[config.mk]
export PLATFORM = sky130hd
export DESIGN_NAME = cca_core
export DESIGN_NICKNAME = d
export VERILOG_FILES = /design/src/verilog/cca_pkg.sv /design/src/verilog/cca_core.sv
export SDC_FILE = /design/constraint.sdc
export NUM_CORES = 1
export LEC_CHECK = 0
export BUFFER_PORTS_ARGS = -buffer_cell sky130_fd_sc_hd__buf_2
export CAP_MARGIN = 20
export CORE_MARGIN = 8
export CORE_UTILIZATION = 50
export DETAILED_ROUTE_END_ITERATION = 6
export PLACE_DENSITY_LB_ADDON = 0.15
export SYNTH_ARGS = -nofsm -noshare
export SYNTH_HDL_FRONTEND = slang
export SYNTH_SLANG_ARGS = --single-unit
[constraint.sdc]
create_clock -name clk -period 12.6 [get_ports clk]
set_input_delay 1.26 -clock clk [delete_from_list [all_inputs] [get_ports clk]]
set_output_delay 1.26 -clock clk [all_outputs]
set_load 0.03 [all_outputs]
[src/verilog/cca_pkg.sv]
// Constants, opcodes and states for the condition-code and addressing core
//Operation
//- Flag register is eight bits; bits 6 and 5 always read one.
//- Bit 7 flags two's complement overflow; signed branches test it.
//- Bit 4 flags carry from bit 3 into bit 4 on add and add-with-carry.
//- Decimal adjust corrects previous add result using half-carry and carry.
//- Bit 3 masks interrupts when one, accepts them when zero.
//- Taking an interrupt sets the mask after pushing, before the handler runs.
//- No interrupt at the boundary right after clearing a set mask.
//- Bit 2 copies the result's top bit; loads set it too.
//- Bit 1 set for zero 8-bit or 16-bit results and loads.
//- Bit 0 is carry out of bit 7 on add, borrow on subtract.
//- Shifts and rotates set or clear carry by their own definition.
//- One linear 64-Kbyte space with 16-bit addresses for all accesses.
//- Branching instructions use relative addressing for the branch target.
//- Inherent instructions take operands from registers, no memory access.
//- Relative offset byte is sign-extended and added to the program counter.
//- Immediate operand follows opcode; 16-bit high byte first, then low.
`default_nettype none
package cca_pkg;
    localparam logic [4:0]  ADDR_FLAGS = 5'h00;
    localparam logic [4:0]  ADDR_ACC  = 5'h04;
    localparam logic [4:0]  ADDR_PC   = 5'h08;
    localparam logic [4:0]  ADDR_HX   = 5'h0c;
    localparam logic [4:0]  ADDR_CTRL = 5'h10;

    localparam int          BIT_V = 7;
    localparam int          BIT_H = 4;
    localparam int          BIT_I = 3;
    localparam int          BIT_N = 2;
    localparam int          BIT_Z = 1;
    localparam int          BIT_C = 0;
    localparam logic [7:0]  FLAGS_ONES = 8'h60;
    localparam logic [7:0]  FLAGS_RST  = 8'h68;
    localparam logic [15:0] PC_RST   = 16'h0000;
    localparam logic [15:0] SP_RST   = 16'h00ff;
    localparam logic [15:0] IRQ_VEC  = 16'hff00;
    localparam logic [2:0]  PUSH_LAST = 3'h4;

    localparam logic [7:0]  OP_ADD  = 8'hab;
    localparam logic [7:0]  OP_ADC  = 8'ha9;
    localparam logic [7:0]  OP_SUB  = 8'ha0;
    localparam logic [7:0]  OP_LDA  = 8'ha6;
    localparam logic [7:0]  OP_LDHX = 8'h45;
    localparam logic [7:0]  OP_DAA  = 8'h72;
    localparam logic [7:0]  OP_LSLA = 8'h48;
    localparam logic [7:0]  OP_RORA = 8'h46;
    localparam logic [7:0]  OP_CLI  = 8'h9a;
    localparam logic [7:0]  OP_SEI  = 8'h9b;
    localparam logic [7:0]  OP_TAP  = 8'h84;
    localparam logic [7:0]  OP_TPA  = 8'h85;
    localparam logic [7:0]  OP_BRA  = 8'h20;
    localparam logic [7:0]  OP_BCS  = 8'h25;
    localparam logic [7:0]  OP_BNE  = 8'h26;
    localparam logic [7:0]  OP_BEQ  = 8'h27;
    localparam logic [7:0]  OP_BGE  = 8'h90;
    localparam logic [7:0]  OP_BLT  = 8'h91;

    typedef enum logic [5:0] {
        S_FETCH = 6'h01,
        S_WAIT  = 6'h02,
        S_TAKE  = 6'h04,
        S_EXEC  = 6'h08,
        S_PUSH  = 6'h10,
        S_VECT  = 6'h20
    } cca_state_e;
endpackage
`default_nettype wire

[src/verilog/cca_core.sv]
// Condition-code logic and inherent, relative, immediate operand fetch
`default_nettype none
module cca_core (
    input  wire logic        clk,
    input  wire logic        rst,
    input  wire logic [4:0]  reg_addr,
    input  wire logic [15:0] reg_wdata,
    input  wire logic        reg_wr,
    input  wire logic        reg_rd,
    output logic      [15:0] reg_rdata,
    output logic      [15:0] mem_addr,
    output logic             mem_rd,
    output logic             mem_wr,
    output logic      [7:0]  mem_wdata,
    input  wire logic [7:0]  mem_rdata,
    input  wire logic        irq_req,
    output logic             irq_mask
);
    cca_pkg::cca_state_e state_reg;
    logic [15:0] pc_reg;
    logic [15:0] sp_reg;
    logic [15:0] hx_reg;
    logic [7:0]  a_reg;
    logic [7:0]  flg_reg;
    logic [7:0]  opcode_reg;
    logic [15:0] op_reg;
    logic [2:0]  cnt_reg;
    logic [1:0]  need_reg;
    logic        inhibit_reg;
    logic        run_reg;
    logic [15:0] mem_addr_reg;
    logic        mem_rd_reg;
    logic        mem_wr_reg;
    logic [7:0]  mem_wdata_reg;
    logic [15:0] rdata_reg;
    logic        irq_meta_reg;
    logic        irq_sync_reg;

    logic [7:0]  a_next;
    logic [15:0] hx_next;
    logic [7:0]  flg_next;
    logic        take;
    logic        clears_i;
    logic [8:0]  sum9;
    logic [4:0]  half5;
    logic [7:0]  res8;
    logic [7:0]  corr;
    logic        cin;
    logic [15:0] target;

    function automatic logic [1:0] opnd_count(input logic [7:0] opc);
        logic [1:0] n;
        n = 2'd0;
        case (opc)
            cca_pkg::OP_LDHX: n = 2'd2;
            cca_pkg::OP_ADD, cca_pkg::OP_ADC, cca_pkg::OP_SUB, cca_pkg::OP_LDA,
            cca_pkg::OP_BRA, cca_pkg::OP_BCS, cca_pkg::OP_BNE, cca_pkg::OP_BEQ,
            cca_pkg::OP_BGE, cca_pkg::OP_BLT: n = 2'd1;
            default: n = 2'd0;
        endcase
        return n;
    endfunction

    // Bits 6 and 5 forced on every store
    function automatic logic [7:0] flg_fix(input logic [7:0] v);
        return v | cca_pkg::FLAGS_ONES;
    endfunction

    always_ff @(posedge clk or posedge rst) begin
        if (rst) begin
            irq_meta_reg <= 1'b0;
            irq_sync_reg <= 1'b0;
        end else begin
            irq_meta_reg <= irq_req;
            irq_sync_reg <= irq_meta_reg;
        end
    end

    assign target = pc_reg + {{8{op_reg[7]}}, op_reg[7:0]};

    always_comb begin
        a_next   = a_reg;
        hx_next  = hx_reg;
        flg_next = flg_reg;
        take     = 1'b0;
        clears_i = 1'b0;
        cin      = 1'b0;
        sum9     = 9'h000;
        half5    = 5'h00;
        res8     = a_reg;
        corr     = 8'h00;
        case (opcode_reg)
            cca_pkg::OP_ADD, cca_pkg::OP_ADC: begin
                cin   = (opcode_reg == cca_pkg::OP_ADC) & flg_reg[cca_pkg::BIT_C];
                sum9  = {1'b0, a_reg} + {1'b0, op_reg[7:0]} + {8'h00, cin};
                half5 = {1'b0, a_reg[3:0]} + {1'b0, op_reg[3:0]} + {4'h0, cin};
                res8  = sum9[7:0];
                a_next = res8;
                flg_next[cca_pkg::BIT_H] = half5[4];
                flg_next[cca_pkg::BIT_C] = sum9[8];
                flg_next[cca_pkg::BIT_V] = (a_reg[7] == op_reg[7]) && (res8[7] != a_reg[7]);
            end
            cca_pkg::OP_SUB: begin
                sum9  = {1'b0, a_reg} - {1'b0, op_reg[7:0]};
                res8  = sum9[7:0];
                a_next = res8;
                flg_next[cca_pkg::BIT_C] = sum9[8];
                flg_next[cca_pkg::BIT_V] = (a_reg[7] != op_reg[7]) && (res8[7] != a_reg[7]);
            end
            cca_pkg::OP_LDA: begin
                res8   = op_reg[7:0];
                a_next = res8;
                flg_next[cca_pkg::BIT_V] = 1'b0;
            end
            cca_pkg::OP_DAA: begin
                corr[3:0] = (flg_reg[cca_pkg::BIT_H] || a_reg[3:0] > 4'h9) ? 4'h6 : 4'h0;
                corr[7:4] = (flg_reg[cca_pkg::BIT_C] || a_reg > 8'h99) ? 4'h6 : 4'h0;
                res8   = a_reg + corr;
                a_next = res8;
                flg_next[cca_pkg::BIT_C] = flg_reg[cca_pkg::BIT_C] | (a_reg > 8'h99);
            end
            cca_pkg::OP_LSLA: begin
                res8   = {a_reg[6:0], 1'b0};
                a_next = res8;
                flg_next[cca_pkg::BIT_C] = a_reg[7];
                flg_next[cca_pkg::BIT_V] = a_reg[7] ^ a_reg[6];
            end
            cca_pkg::OP_RORA: begin
                res8   = {flg_reg[cca_pkg::BIT_C], a_reg[7:1]};
                a_next = res8;
                flg_next[cca_pkg::BIT_C] = a_reg[0];
                flg_next[cca_pkg::BIT_V] = a_reg[0] ^ flg_reg[cca_pkg::BIT_C];
            end
            cca_pkg::OP_CLI: begin
                flg_next[cca_pkg::BIT_I] = 1'b0;
                clears_i = flg_reg[cca_pkg::BIT_I];
            end
            cca_pkg::OP_SEI: flg_next[cca_pkg::BIT_I] = 1'b1;
            cca_pkg::OP_TAP: begin
                flg_next = a_reg;
                clears_i = flg_reg[cca_pkg::BIT_I] & ~a_reg[cca_pkg::BIT_I];
            end
            cca_pkg::OP_TPA: a_next = flg_fix(flg_reg);
            cca_pkg::OP_BRA: take = 1'b1;
            cca_pkg::OP_BCS: take = flg_reg[cca_pkg::BIT_C];
            cca_pkg::OP_BNE: take = ~flg_reg[cca_pkg::BIT_Z];
            cca_pkg::OP_BEQ: take = flg_reg[cca_pkg::BIT_Z];
            cca_pkg::OP_BGE: take = ~(flg_reg[cca_pkg::BIT_N] ^ flg_reg[cca_pkg::BIT_V]);
            cca_pkg::OP_BLT: take = flg_reg[cca_pkg::BIT_N] ^ flg_reg[cca_pkg::BIT_V];
            default: a_next = a_reg;
        endcase
        case (opcode_reg)
            cca_pkg::OP_ADD, cca_pkg::OP_ADC, cca_pkg::OP_SUB, cca_pkg::OP_LDA,
            cca_pkg::OP_DAA, cca_pkg::OP_LSLA, cca_pkg::OP_RORA: begin
                flg_next[cca_pkg::BIT_N] = res8[7];
                flg_next[cca_pkg::BIT_Z] = (res8 == 8'h00);
            end
            cca_pkg::OP_LDHX: begin
                hx_next = op_reg;
                flg_next[cca_pkg::BIT_N] = op_reg[15];
                flg_next[cca_pkg::BIT_Z] = (op_reg == 16'h0000);
                flg_next[cca_pkg::BIT_V] = 1'b0;
            end
            default: hx_next = hx_reg;
        endcase
    end

    // Sequencer: fetch, operand bytes, execute, interrupt entry
    always_ff @(posedge clk or posedge rst) begin
        if (rst) begin
            state_reg     <= cca_pkg::S_FETCH;
            pc_reg        <= cca_pkg::PC_RST;
            sp_reg        <= cca_pkg::SP_RST;
            hx_reg        <= 16'h0000;
            a_reg         <= 8'h00;
            opcode_reg    <= 8'h00;
            op_reg        <= 16'h0000;
            cnt_reg       <= 3'h0;
            need_reg      <= 2'd0;
            inhibit_reg   <= 1'b0;
            mem_addr_reg  <= 16'h0000;
            mem_rd_reg    <= 1'b0;
            mem_wr_reg    <= 1'b0;
            mem_wdata_reg <= 8'h00;
        end else begin
            mem_rd_reg <= 1'b0;
            mem_wr_reg <= 1'b0;
            unique case (state_reg)
                cca_pkg::S_FETCH: begin
                    if (run_reg) begin
                        if (cnt_reg == 3'h0 && irq_sync_reg && !flg_reg[cca_pkg::BIT_I]
                            && !inhibit_reg) begin
                            state_reg <= cca_pkg::S_PUSH;
                        end else begin
                            mem_addr_reg <= pc_reg;
                            mem_rd_reg   <= 1'b1;
                            pc_reg       <= pc_reg + 16'h0001;
                            inhibit_reg  <= 1'b0;
                            state_reg    <= cca_pkg::S_WAIT;
                        end
                    end
                end
                cca_pkg::S_WAIT: state_reg <= cca_pkg::S_TAKE;
                cca_pkg::S_TAKE: begin
                    if (cnt_reg == 3'h0) begin
                        opcode_reg <= mem_rdata;
                        need_reg   <= opnd_count(mem_rdata);
                        if (opnd_count(mem_rdata) == 2'd0) begin
                            state_reg <= cca_pkg::S_EXEC;
                        end else begin
                            cnt_reg   <= 3'h1;
                            state_reg <= cca_pkg::S_FETCH;
                        end
                    end else begin
                        op_reg <= {op_reg[7:0], mem_rdata};
                        if (cnt_reg[1:0] == need_reg) begin
                            state_reg <= cca_pkg::S_EXEC;
                        end else begin
                            cnt_reg   <= cnt_reg + 3'h1;
                            state_reg <= cca_pkg::S_FETCH;
                        end
                    end
                end
                cca_pkg::S_EXEC: begin
                    a_reg       <= a_next;
                    hx_reg      <= hx_next;
                    inhibit_reg <= clears_i;
                    cnt_reg     <= 3'h0;
                    if (take) begin
                        pc_reg <= target;
                    end
                    state_reg <= cca_pkg::S_FETCH;
                end
                cca_pkg::S_PUSH: begin
                    mem_wr_reg   <= 1'b1;
                    mem_addr_reg <= sp_reg;
                    sp_reg       <= sp_reg - 16'h0001;
                    case (cnt_reg)
                        3'h0: mem_wdata_reg <= pc_reg[7:0];
                        3'h1: mem_wdata_reg <= pc_reg[15:8];
                        3'h2: mem_wdata_reg <= hx_reg[7:0];
                        3'h3: mem_wdata_reg <= a_reg;
                        default: mem_wdata_reg <= flg_fix(flg_reg);
                    endcase
                    if (cnt_reg == cca_pkg::PUSH_LAST) begin
                        cnt_reg   <= 3'h0;
                        state_reg <= cca_pkg::S_VECT;
                    end else begin
                        cnt_reg <= cnt_reg + 3'h1;
                    end
                end
                cca_pkg::S_VECT: begin
                    pc_reg    <= cca_pkg::IRQ_VEC;
                    state_reg <= cca_pkg::S_FETCH;
                end
            endcase
        end
    end

    // Flags: execution first, then interrupt entry, then software write
    always_ff @(posedge clk or posedge rst) begin
        if (rst) begin
            flg_reg <= cca_pkg::FLAGS_RST;
        end else if (state_reg == cca_pkg::S_EXEC) begin
            flg_reg <= flg_fix(flg_next);
        end else if (state_reg == cca_pkg::S_VECT) begin
            flg_reg <= flg_fix(flg_reg | (8'h01 << cca_pkg::BIT_I));
        end else if (reg_wr && reg_addr == cca_pkg::ADDR_FLAGS) begin
            flg_reg <= flg_fix(reg_wdata[7:0]);
        end
    end

    always_ff @(posedge clk or posedge rst) begin
        if (rst) begin
            run_reg <= 1'b0;
        end else if (reg_wr && reg_addr == cca_pkg::ADDR_CTRL) begin
            run_reg <= reg_wdata[0];
        end
    end

    always_ff @(posedge clk or posedge rst) begin
        if (rst) begin
            rdata_reg <= 16'h0000;
        end else if (reg_rd) begin
            case (reg_addr)
                cca_pkg::ADDR_FLAGS: rdata_reg <= {8'h00, flg_fix(flg_reg)};
                cca_pkg::ADDR_ACC:  rdata_reg <= {8'h00, a_reg};
                cca_pkg::ADDR_PC:   rdata_reg <= pc_reg;
                cca_pkg::ADDR_HX:   rdata_reg <= hx_reg;
                cca_pkg::ADDR_CTRL: rdata_reg <= {15'h0000, run_reg};
                default:            rdata_reg <= 16'h0000;
            endcase
        end else begin
            rdata_reg <= 16'h0000;
        end
    end

    assign reg_rdata = rdata_reg;
    assign mem_addr  = mem_addr_reg;
    assign mem_rd    = mem_rd_reg;
    assign mem_wr    = mem_wr_reg;
    assign mem_wdata = mem_wdata_reg;
    assign irq_mask  = flg_reg[cca_pkg::BIT_I];
endmodule
`default_nettype wire

==> results of run 1 <==
## cell type report
class                      count  share of cell area
multi-input combinational    709               0.493
sequential                   143               0.361
clock buffer                  17              0.0428
timing repair buffer          74              0.0404
tap                          225              0.0283
clock inverter                15              0.0186
inverter                      40              0.0156
## how the worst min path moves through the flow
stage | to | slack [ps] | cells past startpoint
3_3_place_gp | irq_sync_reg | 340 | 0
6_report | irq_sync_reg | 350 | 0
4_1_cts | irq_sync_reg | 350 | 0
3_5_place_dp | irq_sync_reg | 340 | 0
2_1_floorplan | irq_sync_reg | 330 | 0
5_1_grt | irq_sync_reg | 360 | 0
## metrics by stage
| stage | setup slack [ps] | utilization | hold slack, ps |
|---|---|---|---|
| 2_1_floorplan | 7520 | - | 331 |
| 3_3_place_gp | 8610 | 0.536 | 335 |
| 3_5_place_dp | 8620 | 0.536 | 343 |
| 4_1_cts | 8550 | 0.572 | 355 |
| 5_1_grt | 8270 | 0.572 | 358 |
| 6_report | 8540 | 0.572 | 350 |
## power groups by stage
stage | combinational [mW] | clock, mW | sequential, mW
2_1_floorplan | 0.571 | 0 | 0.773
3_3_place_gp | 0.747 | 0 | 0.824
3_5_place_dp | 0.759 | 0 | 0.827
4_1_cts | 0.764 | 0.533 | 0.820
5_1_grt | 0.851 | 0.556 | 0.843
6_report | 0.769 | 0.526 | 0.825
## cell usage in the layout, fill, tap and decap left out, types with 17 or more instances in the layout
cell type / n
dfrtp_1: 133
nand2_1: 100
nor2_1: 80
buf_2: 66
a21oi_1: 61
o21ai_0: 60
ha_1: 42
inv_1: 37
nand3_1: 28
mux2_2: 25
xnor2_1: 24
xor2_1: 22
nor3_1: 18
a222oi_1: 18
clkbuf_16: 17
## kinds of logic after synthesis
| group | after synthesis | synth area share |
|---|---|---|
| xor gates and xnor gates | 46 | 0.0453 |
| muxes | 48 | 0.0586 |
| buffers and inverters | 88 | 0.0450 |
| and+or+nand+nor | 325 | 0.193 |
| adders and majority gates | 47 | 0.0704 |
| AOI/OAI and AO/OA | 243 | 0.184 |
| DFF | 143 | 0.404 |
## layer usage
metal	wire length (um)	up-vias	track usage
met5	0	-	0
met3	2050	44	0.0501
met1	12000	3658	0.335
met4	610	0	0.0782
li1	-	3529	-
met2	10700	290	0.332
==> results.yml, run 1 <==
logic_synthesis:
  synth_seq_area_share: 0.404
  synth_top_area_share: 0.374
  yosysWarningCount: 0
  avgSynthCellArea_um2: 9.45
  synth_area_leader_cell: "dfrtp_1"
  syn-num-nets: 1021
  synth-seq-cells: 143
  syn_inst: 940
  async_reset_ff_frac: 1.00
  yosys-top-cells-count: "dfrtp_1, nand2_1, nor2_1"
  synth_edf_count: 0
  synth_ff_type: "dfrtp_1"
  synthMostInstantiatedCell: "dfrtp_1"
  syn-cell-area_um2: 8890
  yosysUniqueCellTypes: 94
  synthTopCellsByArea: "dfrtp_1, ha_1, nand2_1"
sta:
  finalHoldViolCount: 0
  rsz0062_at_grt: "false"
  worst_slew_pin_slew_ps: 909
  setup_violations: 0
  period_needed_ps: 4060
  post-route-period-util: 0.322
  fmax_mhz: 246
  slew_headroom: 0.390
  fin_skew_ps: 14.2
  drv_slew: 0
  setup_tns_ps: 0
setup_path:
  path_buf_inv: 0
  rr_worst_depth: 13
  slowest_stage: "and3b_1"
  cpLargestDelayFamily: "compound AO/OA/AOI/OAI gates"
  start_kind: "flop"
  cp_max_fo: 12
  reg2reg_slack_ps: 8540
  cp_cell_sequence: "nor4_2 > and3b_1 > nand2b_1 > ha_1 > fa_1 > a21oi_1 > nor2b_1 > o31ai_1 > a31oi_1 > a41o_1 > o41ai_1 > xor2_1 > a21oi_1"
  cpMostUsedCell: "a21oi_1"
  critPathCapture: "pc_reg[14]"
  worstSetupStartpoint: "state_reg[1]"
  cp_slowest_stage_delay_ps: 570
  worst_ep_required_time_ps: 12900
  critPathArrivalTime_ps: 4360
  timing.rr.end: "pc_reg[14]"
  critical_path_class: "reg2reg"
  endpoint_kind: "flop"
  reg2reg_from: "state_reg[1]"
  cp_num_cells: 13
die:
  die_area_um2: 22300
  fp-row-count: 48
  die-height_um: 149
  initial_core_util: 0.512
  dieWidth_um: 149
  core_area_um2: 17400
  ios: 77
clock_tree:
  cts_setup_buffers: 0
  ctsLongestPathBuffers: 2
  cts.sinks: 143
  cts_tree: "built"
  root_buffer: "clkbuf_16"
  clk_pin_slew_ps: 70
  cts_made_buffers: 17
  cts_hold_buf: 0
  htreeDepth: 4
  clkLatencyLatePin_ps: 430
  cts_resized: 0
global_route:
  antenna_found_initial: 0
  grt_overflow: 0
  grt_max_degree: 81
  grt_use_total: 0.231
  grt_pass1_wl_um: 40300
  grt_pass1_vias: 7173
finish:
  num-fill-cells: 1550
  layout.nets: 1066
  fin_cells: 1223
  multi_input_area_um2: 4900
  area_growth_pct: 11.8
  fin_area_um2: 9940
  ff_latch_area_um2: 3590
  layout-drive-gt1-share: 0.170
  diodes: 0
route:
  first_pass_iters: 7
  via_count: 7521
  drtIter0Drc: 780
  avgRoutedWirePerCell_um: 20.7
  antenna_left: 0
  viasPerCell: 6.15
  wirelength_um: 25400
  drcViolationCount: 0
pwr:
  switching_share: 0.429
  power.internal_mw: 1.21
  finalPower_mw: 2.12
  p_comb_frac: 0.363
  power_density_nw_per_um2: 213
  leakage_nw: 4.63
  max-vdd-ir-drop_uv: 98.8
  clkPwrFrac: 0.248
  power.switching_uw: 910
  seq_power_share: 0.389
min_path:
  hold_path.class: "reg2reg"
  hp-start: "irq_meta_reg"
place:
  port_buffers: 66
  placed_cells: 1190
  dpl_cell_area_um2: 9310
  gp_routability_congestion: 0.963
  hpwl_um: 18500
flow_run:
  maxCapViolCount: 0
outcome:
  status: "finished, final reports clean"
Note: power is estimated with default switching activity, not from simulation.
==> run 2, diff against run 1 <==
--- a/config.mk
+++ b/config.mk
@@ -5,6 +5,7 @@
 export SDC_FILE = /design/constraint.sdc
 export NUM_CORES = 1
 export LEC_CHECK = 0
+export ABC_AREA = 1
 export BUFFER_PORTS_ARGS = -buffer_cell sky130_fd_sc_hd__buf_2
 export CAP_MARGIN = 20
 export CORE_MARGIN = 8
==> constraint.sdc (replaced) <==
create_clock -name clk -period 4 [get_ports clk]
set_input_delay 0.4 -clock clk [delete_from_list [all_inputs] [get_ports clk]]
set_output_delay 0.4 -clock clk [all_outputs]
set_load 0.03 [all_outputs]
==> results.yml, run 2 <==
finish:
  num-fill-cells: 1702
  layout.cells.most_common: "nand2_1"
  diodes: 0
  area_growth_pct: 13.4
  layout-drive-gt1-share: 0.132
  layout.nets: 1345
  mostFrequentLayoutCells: "nand2_1, inv_1, dfrtp_1"
die:
  dieWidth_um: 151
  fp-row-count: 49
  initial_core_util: 0.508
  die_area_um2: 22700
  ios: 77
  die-height_um: 151
  core_area_um2: 17800
sta:
  fmax_mhz: 305
  fin_skew_ps: 11.4
  post-route-period-util: 0.818
  rsz0062_at_grt: "false"
  slew_headroom: 0.367
  setup_tns_ps: 0
  hold_ws_ps: 71.7
  worst_slew_pin_slew_ps: 947
  period_needed_ps: 3270
  drv_slew: 0
  finalHoldViolCount: 0
  setup_violations: 0
setup_path:
  cp_slowest_stage_delay_ps: 620
  start_kind: "flop"
  critPathArrivalTime_ps: 3540
  worst_ep_required_time_ps: 4270
  reg2reg_slack_ps: 730
  slowest_stage: "o311ai_0"
  cp_cell_sequence: "inv_1 > ha_1 > nand2_1 > o311ai_0 > ha_1 > nand3_1 > nand2_1 > nand2_1 > nand3_1 > nand3_1 > nand4_1 > o31ai_1 > a22oi_1"
  cp_max_fo: 7
  rr_worst_depth: 13
  timing.rr.end: "flg_reg[2]"
  endpoint_kind: "flop"
  reg2reg_from: "a_reg[6]"
  critical_path_class: "reg2reg"
route:
  viasPerCell: 5.79
  drtIter0Drc: 797
  wl_met2_um: 12400
  via_count: 8723
  drcViolationCount: 0
  first_pass_iters: 6
  wl_met3_um: 2120
  wirelength_um: 29200
  antenna_left: 0
  top_layer: "met4"
  drt-met1-wl_um: 13800
  avgRoutedWirePerCell_um: 19.4
clock_tree:
  cts_tree: "built"
  ctsLongestPathBuffers: 2
  clkLatencyLatePin_ps: 420
  root_buffer: "clkbuf_16"
  cts_made_buffers: 17
  cts_setup_buffers: 0
  cts_resized: 0
  clk_pin_slew_ps: 60
  htreeDepth: 4
  cts_hold_buf: 0
  cts.sinks: 143
logic_synthesis:
  synth_top_area_share: 0.367
  avgSynthCellArea_um2: 7.61
  synth-seq-cells: 143
  async_reset_ff_frac: 1.00
  synth_edf_count: 0
  synth_ff_type: "dfrtp_1"
  synth_seq_area_share: 0.396
  synthMostInstantiatedCell: "nand2_1"
  yosys-top-cells-count: "nand2_1, inv_1, dfrtp_1"
  yosysUniqueCellTypes: 51
  syn_inst: 1190
  synth_area_leader_cell: "dfrtp_1"
  syn-num-nets: 1271
  yosysWarningCount: 0
  synthTopCellsByArea: "dfrtp_1, nand2_1, inv_1"
  syn-cell-area_um2: 9060
place:
  gp_routability_congestion: 0.995
  hpwl_um: 22200
  port_buffers: 66
global_route:
  grt_max_degree: 57
  antenna_found_initial: 0
  grt_pass1_wl_um: 46900
  grt_pass1_vias: 8465
  grt_overflow: 0
  grt_use_total: 0.268
pwr:
  power_density_nw_per_um2: 660
  leakage_nw: 5.08
  finalPower_mw: 6.78
  max-vdd-ir-drop_uv: 390
min_path:
  hold_path.class: "in2async"
flow_run:
  maxCapViolCount: 0
outcome:
  status: "finished, final reports clean"
==> run 2: worst max-delay path: cells and delay by family (launching register included) <==
family,cells,cell delay [ps]
and+or+nand+nor,7,600
AOI/OAI and AO/OA,3,1250
buffers and inverters,1,210
DFF,1,480
adders and majority gates,2,570
==> run 2: area by class of cell <==
| class | count | area [um^2] | share of cell area |
|---|---|---|---|
| Multi-Input combinational cell | 868 | 4790 | 0.466 |
| Sequential cell | 143 | 3590 | 0.350 |
| Timing Repair Buffer | 80 | 448 | 0.0436 |
| Clock inverter | 14 | 143 | 0.0139 |
| Tap cell | 229 | 287 | 0.0279 |
| Inverter | 154 | 582 | 0.0567 |
| Clock buffer | 18 | 429 | 0.0418 |
==> run 2: worst max-delay path by stage <==
stage                              from          to  cells past startpoint
after floorplan            state_reg[0]  pc_reg[12]                     17
after global placement     state_reg[0]  pc_reg[12]                     16
after detailed placement       a_reg[6]  flg_reg[2]                     13
after CTS                      a_reg[6]  flg_reg[2]                     13
after global routing      opcode_reg[1]  flg_reg[1]                     18
final                          a_reg[6]  flg_reg[2]                     13
==> run 2: stage by stage <==
stage                      util  area, um^2  instances  worst slack, ps
after floorplan               -        9060       1190             1240
after global placement    0.543        9700       1474              873
after detailed placement  0.543        9700       1474              802
after CTS                 0.575       10300       1506              792
after global routing      0.575       10300       1506              403
final                     0.575       10300       1506              726
==> run 2: routing by layer <==
| layer | vias up | track usage |
|---|---|---|
| met4 | 0 | 0.0970 |
| met3 | 56 | 0.0508 |
| met2 | 331 | 0.394 |
| met1 | 4156 | 0.386 |
| li1 | 4180 | - |
| met5 | - | 0 |
==> run 2: power by group <==
| part | internal (mW) | switching (mW) |
|---|---|---|
| clock | 0.919 | 0.659 |
| sequential | 1.93 | 0.505 |
| combinational | 0.868 | 1.90 |
==> run 2: cell families after synthesis <==
| logic type | after synthesis | share of synthesized area |
|---|---|---|
| adder cells (fa/ha/maj) | 47 | 0.0691 |
| buffers and inverters | 179 | 0.0751 |
| AND/OR/NAND/NOR | 532 | 0.260 |
| AO/OA/AOI/OAI | 263 | 0.174 |
| flip-flops | 143 | 0.396 |
| XOR/XNOR | 26 | 0.0251 |
